### src/logic/armp_pkg.sv
// Constants and types for the read master port
package armp_pkg;
  localparam int DATA_W      = 64;
  localparam int CHECK_W     = 8;
  localparam int USER_W      = 9;
  localparam int PROT_W      = 3;
  localparam int LOCK_W      = 2;
  localparam int SIZE_W      = 2;
  localparam int RESP_W      = 2;
  localparam int SPEC_W      = 4;
  localparam int NO_COH_ID_W = 5;
  localparam int FIFO_DEPTH  = 4;
  localparam int RREADY_HEADROOM = 2;

  localparam logic [LOCK_W-1:0] LOCK_NORMAL    = 2'h0;
  localparam logic [LOCK_W-1:0] LOCK_EXCLUSIVE = 2'h1;
  localparam logic [LOCK_W-1:0] LOCK_LOCKED    = 2'h2;
  localparam logic [SIZE_W-1:0] SIZE_8         = 2'h0;
  localparam logic [SIZE_W-1:0] SIZE_16        = 2'h1;
  localparam logic [SIZE_W-1:0] SIZE_32        = 2'h2;
  localparam logic [SIZE_W-1:0] SIZE_64        = 2'h3;

  localparam logic [SPEC_W-1:0] SPEC_NONE = 4'h0;
  localparam logic              RST_LOW   = 1'h0;

  typedef enum logic [1:0] {
    ARMP_AR_IDLE  = 2'h0,
    ARMP_AR_VALID = 2'h1,
    ARMP_AR_DONE  = 2'h3
  } armp_ar_state_type;
endpackage

### src/logic/armp_stream_if.sv
// Valid/ready word stream between the port and its buffer
`timescale 1ns/1ps
interface armp_stream_if #(
  parameter int W = 8
);
  logic         valid;
  logic         ready;
  logic [W-1:0] data;
  modport src (output valid, output data, input ready);
  modport snk (input valid, input data, output ready);
endinterface

### src/logic/armp_read_port.sv
// Bus read master port: address channel, data channel, spec-read returns
//
// Contract
// - Drive a 9-bit user attribute sideband with every read request.
// - With bus check option on, accept 8 check bits per data beat.
// - Read identifier width is a build-time parameter.
// - With coherency slave port built, id width is its id bits plus one.
// - Without coherency slave port, read ids are five bits wide.
// - Accept a 4-bit speculative read completion status from the cache.
// - Accept a speculative read id as wide as the read id.
// - Sample port inputs only on clock edges with input enable high; the request inputs load on output enable and beat_ready is not gated.
// - Change port outputs only on clock edges with output enable high; the beat and spec outputs, and the first rise of req_ready after reset, change without it.
`timescale 1ns/1ps
module armp_read_port #(
  parameter bit COH_PORT_EN   = 1'b0,
  parameter int COH_ID_BITS   = 4,
  parameter bit BUS_ECC_EN    = 1'b0,
  parameter int ID_W          = COH_PORT_EN ? COH_ID_BITS + 1
                                            : armp_pkg::NO_COH_ID_W,
  parameter int DEPTH         = armp_pkg::FIFO_DEPTH
)(
  input  wire logic                          mclk,
  input  wire logic                          reset_n,
  input  wire logic                          in_clock_enable,
  input  wire logic                          out_clock_enable,
  input  wire logic                          req_valid,
  output logic                               req_ready,
  input  wire logic [ID_W-1:0]               req_id,
  input  wire logic [armp_pkg::LOCK_W-1:0]   req_lock,
  input  wire logic [armp_pkg::PROT_W-1:0]   req_prot,
  input  wire logic [armp_pkg::SIZE_W-1:0]   req_size,
  input  wire logic [armp_pkg::USER_W-1:0]   req_user,
  output logic [ID_W-1:0]                    rd_request_id,
  output logic [armp_pkg::LOCK_W-1:0]        rd_lock_type,
  output logic [armp_pkg::PROT_W-1:0]        rd_prot,
  output logic [armp_pkg::SIZE_W-1:0]        rd_beat_size,
  output logic [armp_pkg::USER_W-1:0]        rd_addr_user_attr,
  output logic                               rd_addr_valid,
  input  wire logic                          rd_addr_ready,
  input  wire logic [armp_pkg::DATA_W-1:0]   rd_data,
  input  wire logic [armp_pkg::CHECK_W-1:0]  rd_data_check_bits,
  input  wire logic [ID_W-1:0]               rd_data_id,
  input  wire logic                          rd_last,
  input  wire logic [armp_pkg::RESP_W-1:0]   rd_resp,
  input  wire logic                          rd_valid,
  output logic                               rd_ready,
  input  wire logic [armp_pkg::SPEC_W-1:0]   spec_read_info,
  input  wire logic [ID_W-1:0]               spec_read_id,
  output logic                               beat_valid,
  input  wire logic                          beat_ready,
  output logic [armp_pkg::DATA_W-1:0]        beat_data,
  output logic [armp_pkg::CHECK_W-1:0]       beat_check,
  output logic [ID_W-1:0]                    beat_id,
  output logic                               beat_last,
  output logic [armp_pkg::RESP_W-1:0]        beat_resp,
  output logic                               spec_valid,
  output logic [armp_pkg::SPEC_W-1:0]        spec_info,
  output logic [ID_W-1:0]                    spec_id
);
  localparam int BEAT_W = armp_pkg::CHECK_W + armp_pkg::DATA_W + ID_W
                          + 1 + armp_pkg::RESP_W;
  localparam int CW     = $clog2(DEPTH) + 1;

  ////////////////////////////////////////////////////////////////////////
  // Read address channel
  armp_pkg::armp_ar_state_type ar_state_reg;
  armp_pkg::armp_ar_state_type ar_state_next;
  logic [ID_W-1:0]             ar_id_reg;
  logic [ID_W-1:0]             ar_id_next;
  logic [armp_pkg::LOCK_W-1:0] ar_lock_reg;
  logic [armp_pkg::LOCK_W-1:0] ar_lock_next;
  logic [armp_pkg::PROT_W-1:0] ar_prot_reg;
  logic [armp_pkg::PROT_W-1:0] ar_prot_next;
  logic [armp_pkg::SIZE_W-1:0] ar_size_reg;
  logic [armp_pkg::SIZE_W-1:0] ar_size_next;
  logic [armp_pkg::USER_W-1:0] ar_user_reg;
  logic [armp_pkg::USER_W-1:0] ar_user_next;
  logic                        ar_valid_reg;
  logic                        ar_valid_next;
  logic                        req_ready_reg;
  logic                        req_ready_next;
  logic                        ar_load;
  logic                        ar_hs;

  assign ar_hs = in_clock_enable && rd_addr_ready;

  always_comb
  begin
    ar_state_next = ar_state_reg;
    ar_valid_next = ar_valid_reg;
    ar_load       = 1'b0;
    unique case (ar_state_reg)
      armp_pkg::ARMP_AR_IDLE:
        if (out_clock_enable && req_valid && req_ready_reg)
        begin
          ar_load       = 1'b1;
          ar_valid_next = 1'b1;
          ar_state_next = armp_pkg::ARMP_AR_VALID;
        end
      armp_pkg::ARMP_AR_VALID:
        if (ar_hs && out_clock_enable)
        begin
          ar_valid_next = 1'b0;
          ar_state_next = armp_pkg::ARMP_AR_IDLE;
        end
        // Accepted but valid may not fall until the output enable
        else if (ar_hs)
          ar_state_next = armp_pkg::ARMP_AR_DONE;
      armp_pkg::ARMP_AR_DONE:
        if (out_clock_enable)
        begin
          ar_valid_next = 1'b0;
          ar_state_next = armp_pkg::ARMP_AR_IDLE;
        end
      default:
      begin
        ar_valid_next = 1'b0;
        ar_state_next = armp_pkg::ARMP_AR_IDLE;
      end
    endcase
    req_ready_next = ar_state_next == armp_pkg::ARMP_AR_IDLE;
    ar_id_next     = ar_load ? req_id   : ar_id_reg;
    ar_lock_next   = ar_load ? req_lock : ar_lock_reg;
    ar_prot_next   = ar_load ? req_prot : ar_prot_reg;
    ar_size_next   = ar_load ? req_size : ar_size_reg;
    ar_user_next   = ar_load ? req_user : ar_user_reg;
  end

  always_ff @(posedge mclk or negedge reset_n)
  begin
    if (!reset_n)
    begin
      ar_state_reg  <= armp_pkg::ARMP_AR_IDLE;
      ar_valid_reg  <= armp_pkg::RST_LOW;
      req_ready_reg <= armp_pkg::RST_LOW;
      ar_id_reg     <= '0;
      ar_lock_reg   <= armp_pkg::LOCK_NORMAL;
      ar_prot_reg   <= '0;
      ar_size_reg   <= armp_pkg::SIZE_8;
      ar_user_reg   <= '0;
    end
    else
    begin
      ar_state_reg  <= ar_state_next;
      ar_valid_reg  <= ar_valid_next;
      req_ready_reg <= req_ready_next;
      ar_id_reg     <= ar_id_next;
      ar_lock_reg   <= ar_lock_next;
      ar_prot_reg   <= ar_prot_next;
      ar_size_reg   <= ar_size_next;
      ar_user_reg   <= ar_user_next;
    end
  end

  assign req_ready         = req_ready_reg;
  assign rd_addr_valid     = ar_valid_reg;
  assign rd_request_id     = ar_id_reg;
  assign rd_lock_type      = ar_lock_reg;
  assign rd_prot           = ar_prot_reg;
  assign rd_beat_size      = ar_size_reg;
  assign rd_addr_user_attr = ar_user_reg;

  ////////////////////////////////////////////////////////////////////////
  // Read data channel into the beat buffer
  armp_stream_if #(.W(BEAT_W)) fill_s ();
  armp_stream_if #(.W(BEAT_W)) drain_s ();
  logic [CW-1:0]                fifo_count;
  logic                         r_ready_reg;
  logic                         r_ready_next;
  logic [armp_pkg::CHECK_W-1:0] check_in;

  // Check bits read as zero when the option is not built
  assign check_in = BUS_ECC_EN ? rd_data_check_bits : '0;

  assign fill_s.valid = in_clock_enable && rd_valid && r_ready_reg;
  assign fill_s.data  = {check_in, rd_data, rd_data_id, rd_last, rd_resp};

  // Headroom covers the beat that can land before ready can fall
  always_comb
  begin
    r_ready_next = r_ready_reg;
    if (out_clock_enable)
      r_ready_next = (CW'(DEPTH) - fifo_count) >= CW'(armp_pkg::RREADY_HEADROOM);
  end

  always_ff @(posedge mclk or negedge reset_n)
  begin
    if (!reset_n)
      r_ready_reg <= armp_pkg::RST_LOW;
    else
      r_ready_reg <= r_ready_next;
  end

  assign rd_ready = r_ready_reg;

  armp_fifo #(
    .W     (BEAT_W),
    .DEPTH (DEPTH)
  ) u_beat_fifo (
    .mclk    (mclk),
    .reset_n (reset_n),
    .fill    (fill_s.snk),
    .drain   (drain_s.src),
    .count   (fifo_count)
  );

  assign drain_s.ready = beat_ready;
  assign beat_valid    = drain_s.valid;
  assign {beat_check, beat_data, beat_id, beat_last, beat_resp} = drain_s.data;

  ////////////////////////////////////////////////////////////////////////
  // Speculative read returns from the cache controller
  logic                        sp_valid_reg;
  logic                        sp_valid_next;
  logic [armp_pkg::SPEC_W-1:0] sp_info_reg;
  logic [armp_pkg::SPEC_W-1:0] sp_info_next;
  logic [ID_W-1:0]             sp_id_reg;
  logic [ID_W-1:0]             sp_id_next;

  always_comb
  begin
    sp_valid_next = in_clock_enable && (spec_read_info != armp_pkg::SPEC_NONE);
    sp_info_next  = sp_info_reg;
    sp_id_next    = sp_id_reg;
    if (sp_valid_next)
    begin
      sp_info_next = spec_read_info;
      sp_id_next   = spec_read_id;
    end
  end

  always_ff @(posedge mclk or negedge reset_n)
  begin
    if (!reset_n)
    begin
      sp_valid_reg <= armp_pkg::RST_LOW;
      sp_info_reg  <= armp_pkg::SPEC_NONE;
      sp_id_reg    <= '0;
    end
    else
    begin
      sp_valid_reg <= sp_valid_next;
      sp_info_reg  <= sp_info_next;
      sp_id_reg    <= sp_id_next;
    end
  end

  assign spec_valid = sp_valid_reg;
  assign spec_info  = sp_info_reg;
  assign spec_id    = sp_id_reg;
endmodule

### src/logic/armp_fifo.sv
// Flip-flop FIFO with valid/ready on both sides
`timescale 1ns/1ps
module armp_fifo #(
  parameter int W     = 8,
  parameter int DEPTH = 4
)(
  input  wire logic   mclk,
  input  wire logic   reset_n,
  armp_stream_if.snk  fill,
  armp_stream_if.src  drain,
  output logic [$clog2(DEPTH):0] count
);
  localparam int AW = $clog2(DEPTH);
  localparam int CW = AW + 1;

  logic [W-1:0]  mem_reg [DEPTH];
  logic [AW-1:0] wr_ptr_reg;
  logic [AW-1:0] wr_ptr_next;
  logic [AW-1:0] rd_ptr_reg;
  logic [AW-1:0] rd_ptr_next;
  logic [CW-1:0] count_reg;
  logic [CW-1:0] count_next;
  logic          push;
  logic          pop;

  assign fill.ready  = count_reg != CW'(DEPTH);
  assign drain.valid = count_reg != '0;
  assign drain.data  = mem_reg[rd_ptr_reg];
  assign count       = count_reg;
  assign push        = fill.valid && fill.ready;
  assign pop         = drain.valid && drain.ready;

  always_comb
  begin
    wr_ptr_next = wr_ptr_reg;
    rd_ptr_next = rd_ptr_reg;
    count_next  = count_reg;
    if (push)
      wr_ptr_next = (wr_ptr_reg == AW'(DEPTH - 1)) ? '0 : wr_ptr_reg + 1'b1;
    if (pop)
      rd_ptr_next = (rd_ptr_reg == AW'(DEPTH - 1)) ? '0 : rd_ptr_reg + 1'b1;
    if (push && !pop)
      count_next = count_reg + 1'b1;
    else if (pop && !push)
      count_next = count_reg - 1'b1;
  end

  always_ff @(posedge mclk or negedge reset_n)
  begin
    if (!reset_n)
    begin
      wr_ptr_reg <= '0;
      rd_ptr_reg <= '0;
      count_reg  <= '0;
    end
    else
    begin
      wr_ptr_reg <= wr_ptr_next;
      rd_ptr_reg <= rd_ptr_next;
      count_reg  <= count_next;
    end
  end

  // Storage needs no reset; valid guards every read
  genvar i;
  generate
    for (i = 0; i < DEPTH; i++)
    begin : g_word
      always_ff @(posedge mclk)
      begin
        if (push && wr_ptr_reg == AW'(i))
          mem_reg[i] <= fill.data;
      end
    end
  endgenerate
endmodule

### config.mk
export PLATFORM = sky130hd
export DESIGN_NAME = armp_read_port
export DESIGN_NICKNAME = d
export VERILOG_FILES = /design/src/logic/armp_pkg.sv /design/src/logic/armp_stream_if.sv /design/src/logic/armp_read_port.sv /design/src/logic/armp_fifo.sv
export SDC_FILE = /design/constraint.sdc
export NUM_CORES = 1
export LEC_CHECK = 0
export ABC_AREA = 1
export BUFFER_PORTS_ARGS = -buffer_cell sky130_fd_sc_hd__buf_4
export CORE_MARGIN = 1.5
export CORE_UTILIZATION = 55
export DETAILED_ROUTE_END_ITERATION = 8
export PLACE_DENSITY = 0.78
export SLEW_MARGIN = 20
export SYNTH_ARGS = -nofsm -noshare
export SYNTH_HDL_FRONTEND = slang
export SYNTH_HIERARCHICAL = 1
export SYNTH_SLANG_ARGS = --single-unit
### constraint.sdc
create_clock -name mclk -period 5.7 [get_ports mclk]
set_input_delay 0.285 -clock mclk [delete_from_list [all_inputs] [get_ports mclk]]
set_output_delay 0.285 -clock mclk [all_outputs]
set_load 0.05 [all_outputs]
==> out/qor.yml <==
critical_path:
  rr_endpoint: "u_beat_fifo/mem_reg[0][57]$_DFFE_PP_"
  setup.worst_path.start_class: "register"
  reg2regPathDepth: 6
  worstSetupPathType: "reg -> out"
  worst_ep_arrival_time_ps: 3140
  critPathCaptureType: "primary output"
  reg2reg_from: "u_beat_fifo/count[1]$_DFFE_PN0P_"
  crit_end: "beat_data[11]"
  cp_max_fo: 48
  critPathLaunch: "u_beat_fifo/rd_ptr_reg[1]$_DFFE_PN0P_"
  worstPathRequired_ps: 5410
  ff2ff_setup_slack_ps: 3010
synth:
  synth_xor_area_share_pct: 0.1153
  yosysSeqAreaShare_pct: 70.31
  synth-main-ff-cell: "edfxtp_1"
  synthArstFlopShare_pct: 11.85
  synthDistinctLibCells: 26
  syn_area_um2: 15200
  synth_top_family_by_area: "compound AO/OA/AOI/OAI gates"
  synthMuxAreaShare_pct: 0
  ys_ff_latch: 363
  yosysTopAreaCellShare_pct: 63.23
  yosysTopAreaCell: "edfxtp_1"
  yosys.area_share.adder_pct: 0.7903
  synthTopCellsByCount: "edfxtp_1 (320), nand2_1 (309), inv_1 (199)"
  synth_most_common_cell: "edfxtp_1"
  ys_warn_count: 6
  avgSynthCellArea_um2: 13.18
  synth_compound_area_share_pct: 11.85
  synth-simple-area-share_pct: 8.496
  netlist_instances: 1153
  synth_area_leaders: "edfxtp_1 (63%), nand2_1 (7.6%), dfrtp_1 (7.1%)"
  synth-edff-count: 320
place:
  portBuffers: 224
  place_ws_ps: 2732
  gp_congestion: 0.7388
  place_inst: 1705
  hpwl_um: 16860
drt:
  top_layer: "met4"
  wl_per_cell_um: 15.65
  dr_wl_met3_um: 1762
  firstDrtPassIters: 4
  routed_wirelength_um: 29020
  dr_wl_met2_um: 14660
  wl_met1_um: 11920
  routed_via_density: 4.990
  via_count: 9257
  dr.first_iter.drc_count: 633
  drt.antenna.violating_nets: 0
  drc_errors: 0
cts:
  cts_tree: "built"
  path_clk_slew_ps: 60
  cts_resized: 0
  htreeDepth: 2
  cts_hold_buf: 82
  clock-sinks: 363
  cts_setup_buffers: 0
  cts_buffers: 37
  clk_root_buffer_cell: "clkbuf_16"
  cts_buffer_depth: 3
  clkLatencyLatePin_ps: 510
floorplanning:
  dieHeight_um: 169.2
  core_area_um2: 27030
  dieArea_um2: 28640
  die_w_um: 169.2
  rows: 60
  io_pins: 233
  initial_core_util_pct: 56.24
pwr:
  ir_drop_mv: 0.4473
  leakagePower_nw: 7.957
  powerDensity_nw_per_um2: 535.3
finish:
  stdcell_count: 1855
  drive_above_1_share_pct: 26.17
  fin_nets: 1612
  fillCellCount: 1851
  utilization_pct: 70.36
  area.growth.synth_to_final_pct: 25.12
  largest_reg_flops: 320
grt:
  grt_pass1_vias: 9559
  grt_max_degree: 142
  antenna_found_initial: 1
  grt_util_all_layers_pct: 20.87
  overflow: 0
  grt_pass1_wl_um: 46910
sta:
  rsz0062_at_grt: "false"
  setup_ws_ps: 2274
  finalHoldViolations: 0
  fin_crit_ps: 3426
  fin_crit_sh_pct: 60.11
  setup_viol: 0
  worst_pin_slew_ps: 1060
  slew_headroom_pct: 29.35
  slew_viol_final: 0
  fin_setup_tns_ps: 0
  holdWs_ps: 24.41
  finalClockSkew_ps: 13.12
  clock.fmax_mhz: 291.9
worst_hold_path:
  min_path_type: "in -> reg"
status:
  outcome: "completed"
flow_run:
  maxCapViolations: 0
-- worst min-delay path by stage --
stage	slack (ps)	startpoint	to	cells after the start
2_1_floorplan	-10	reset_n	ar_state_reg[0]$_DFF_PN0_	0
3_3_place_gp	310	reset_n	rd_beat_size[0]$_DFFE_PN0P_	1
3_5_place_dp	310	reset_n	rd_request_id[4]$_DFFE_PN0P_	1
4_1_cts	8	req_user[3]	rd_addr_user_attr[3]$_DFFE_PN0P_	3
5_1_grt	20	req_prot[2]	rd_prot[2]$_DFFE_PN0P_	3
6_report	20	req_user[3]	rd_addr_user_attr[3]$_DFFE_PN0P_	3
-- layout make-up --
type / instances / area (um2) / area share (%)
antenna: 1 / 2.502 / 0.01316
clock buffer: 55 / 1056 / 5.553
clock inverter: 12 / 58.81 / 0.3093
inverter: 203 / 762.0 / 4.007
multi-input combinational: 561 / 3379 / 17.77
sequential: 363 / 10690 / 56.23
tap: 341 / 426.7 / 2.244
timing repair buffer: 319 / 2638 / 13.87
-- cells in the final DEF (no fill, tap or decap), types with 2 or more instances in the layout --
| cell | synthesis | layout |
|---|---|---|
| o211ai_1 | 80 | 80 |
| nand3_1 | 10 | 10 |
| clkbuf_1 | 0 | 14 |
| edfxtp_1 | 320 | 320 |
| xnor2_1 | 2 | 2 |
| inv_1 | 199 | 199 |
| nor2_1 | 9 | 5 |
| buf_4 | 0 | 234 |
| clkinv_2 | 0 | 3 |
| dlygate4sd3_1 | 0 | 82 |
| clkbuf_8 | 0 | 2 |
| clkbuf_16 | 0 | 39 |
| dfrtp_4 | 0 | 2 |
| clkinv_1 | 1 | 8 |
| a21oi_1 | 2 | 2 |
| o211ai_2 | 80 | 80 |
| dfrtp_1 | 43 | 41 |
| nor2_4 | 0 | 4 |
| conb_1 | 1 | 32 |
| buf_12 | 0 | 3 |
| ha_1 | 8 | 8 |
| nand2_1 | 309 | 309 |
| o21ai_2 | 21 | 21 |
| inv_2 | 3 | 3 |
-- routing by layer --
metal | global-route usage [%] | vias to the layer above
met1 | 25.16 | 4399
met2 | 37.31 | 239
met3 | 4.827 | 55
li1 | - | 4564
met4 | 6.387 | 0
met5 | 0 | -
-- power breakdown --
group          internal [W]  leakage (nW)  switching [W]  total [W]
clock network       0.00128         0.543       0.000922    0.00221
logic               0.00130          3.99        0.00315    0.00445
registers           0.00324          3.43       0.000284    0.00352
-- logic make-up after synthesis --
group	Yosys count
adder cells (fa/ha/maj)	9
AO/OA/AOI/OAI	184
buffers and inverters	260
AND/OR/NAND/NOR	334
other	1
XOR/XNOR	2
flip-flops	363
-- metrics by stage --
stage / power (W) / instance area, um2
4_1_cts: 0.01028 / 19010
5_1_grt: 0.01066 / 19020
3_3_place_gp: 0.007929 / 17060
3_5_place_dp: 0.008007 / 17080
2_1_floorplan: 0.006942 / 15310
6_report: 0.01018 / 19020
-- critical path, stage by stage (launching register included) --
cell      delay (ps)
dfrtp_4          730
inv_2            840
buf_4            540
o211ai_1         180
nand2_1          110
buf_4            210
(Power assumes the default switching activity.)
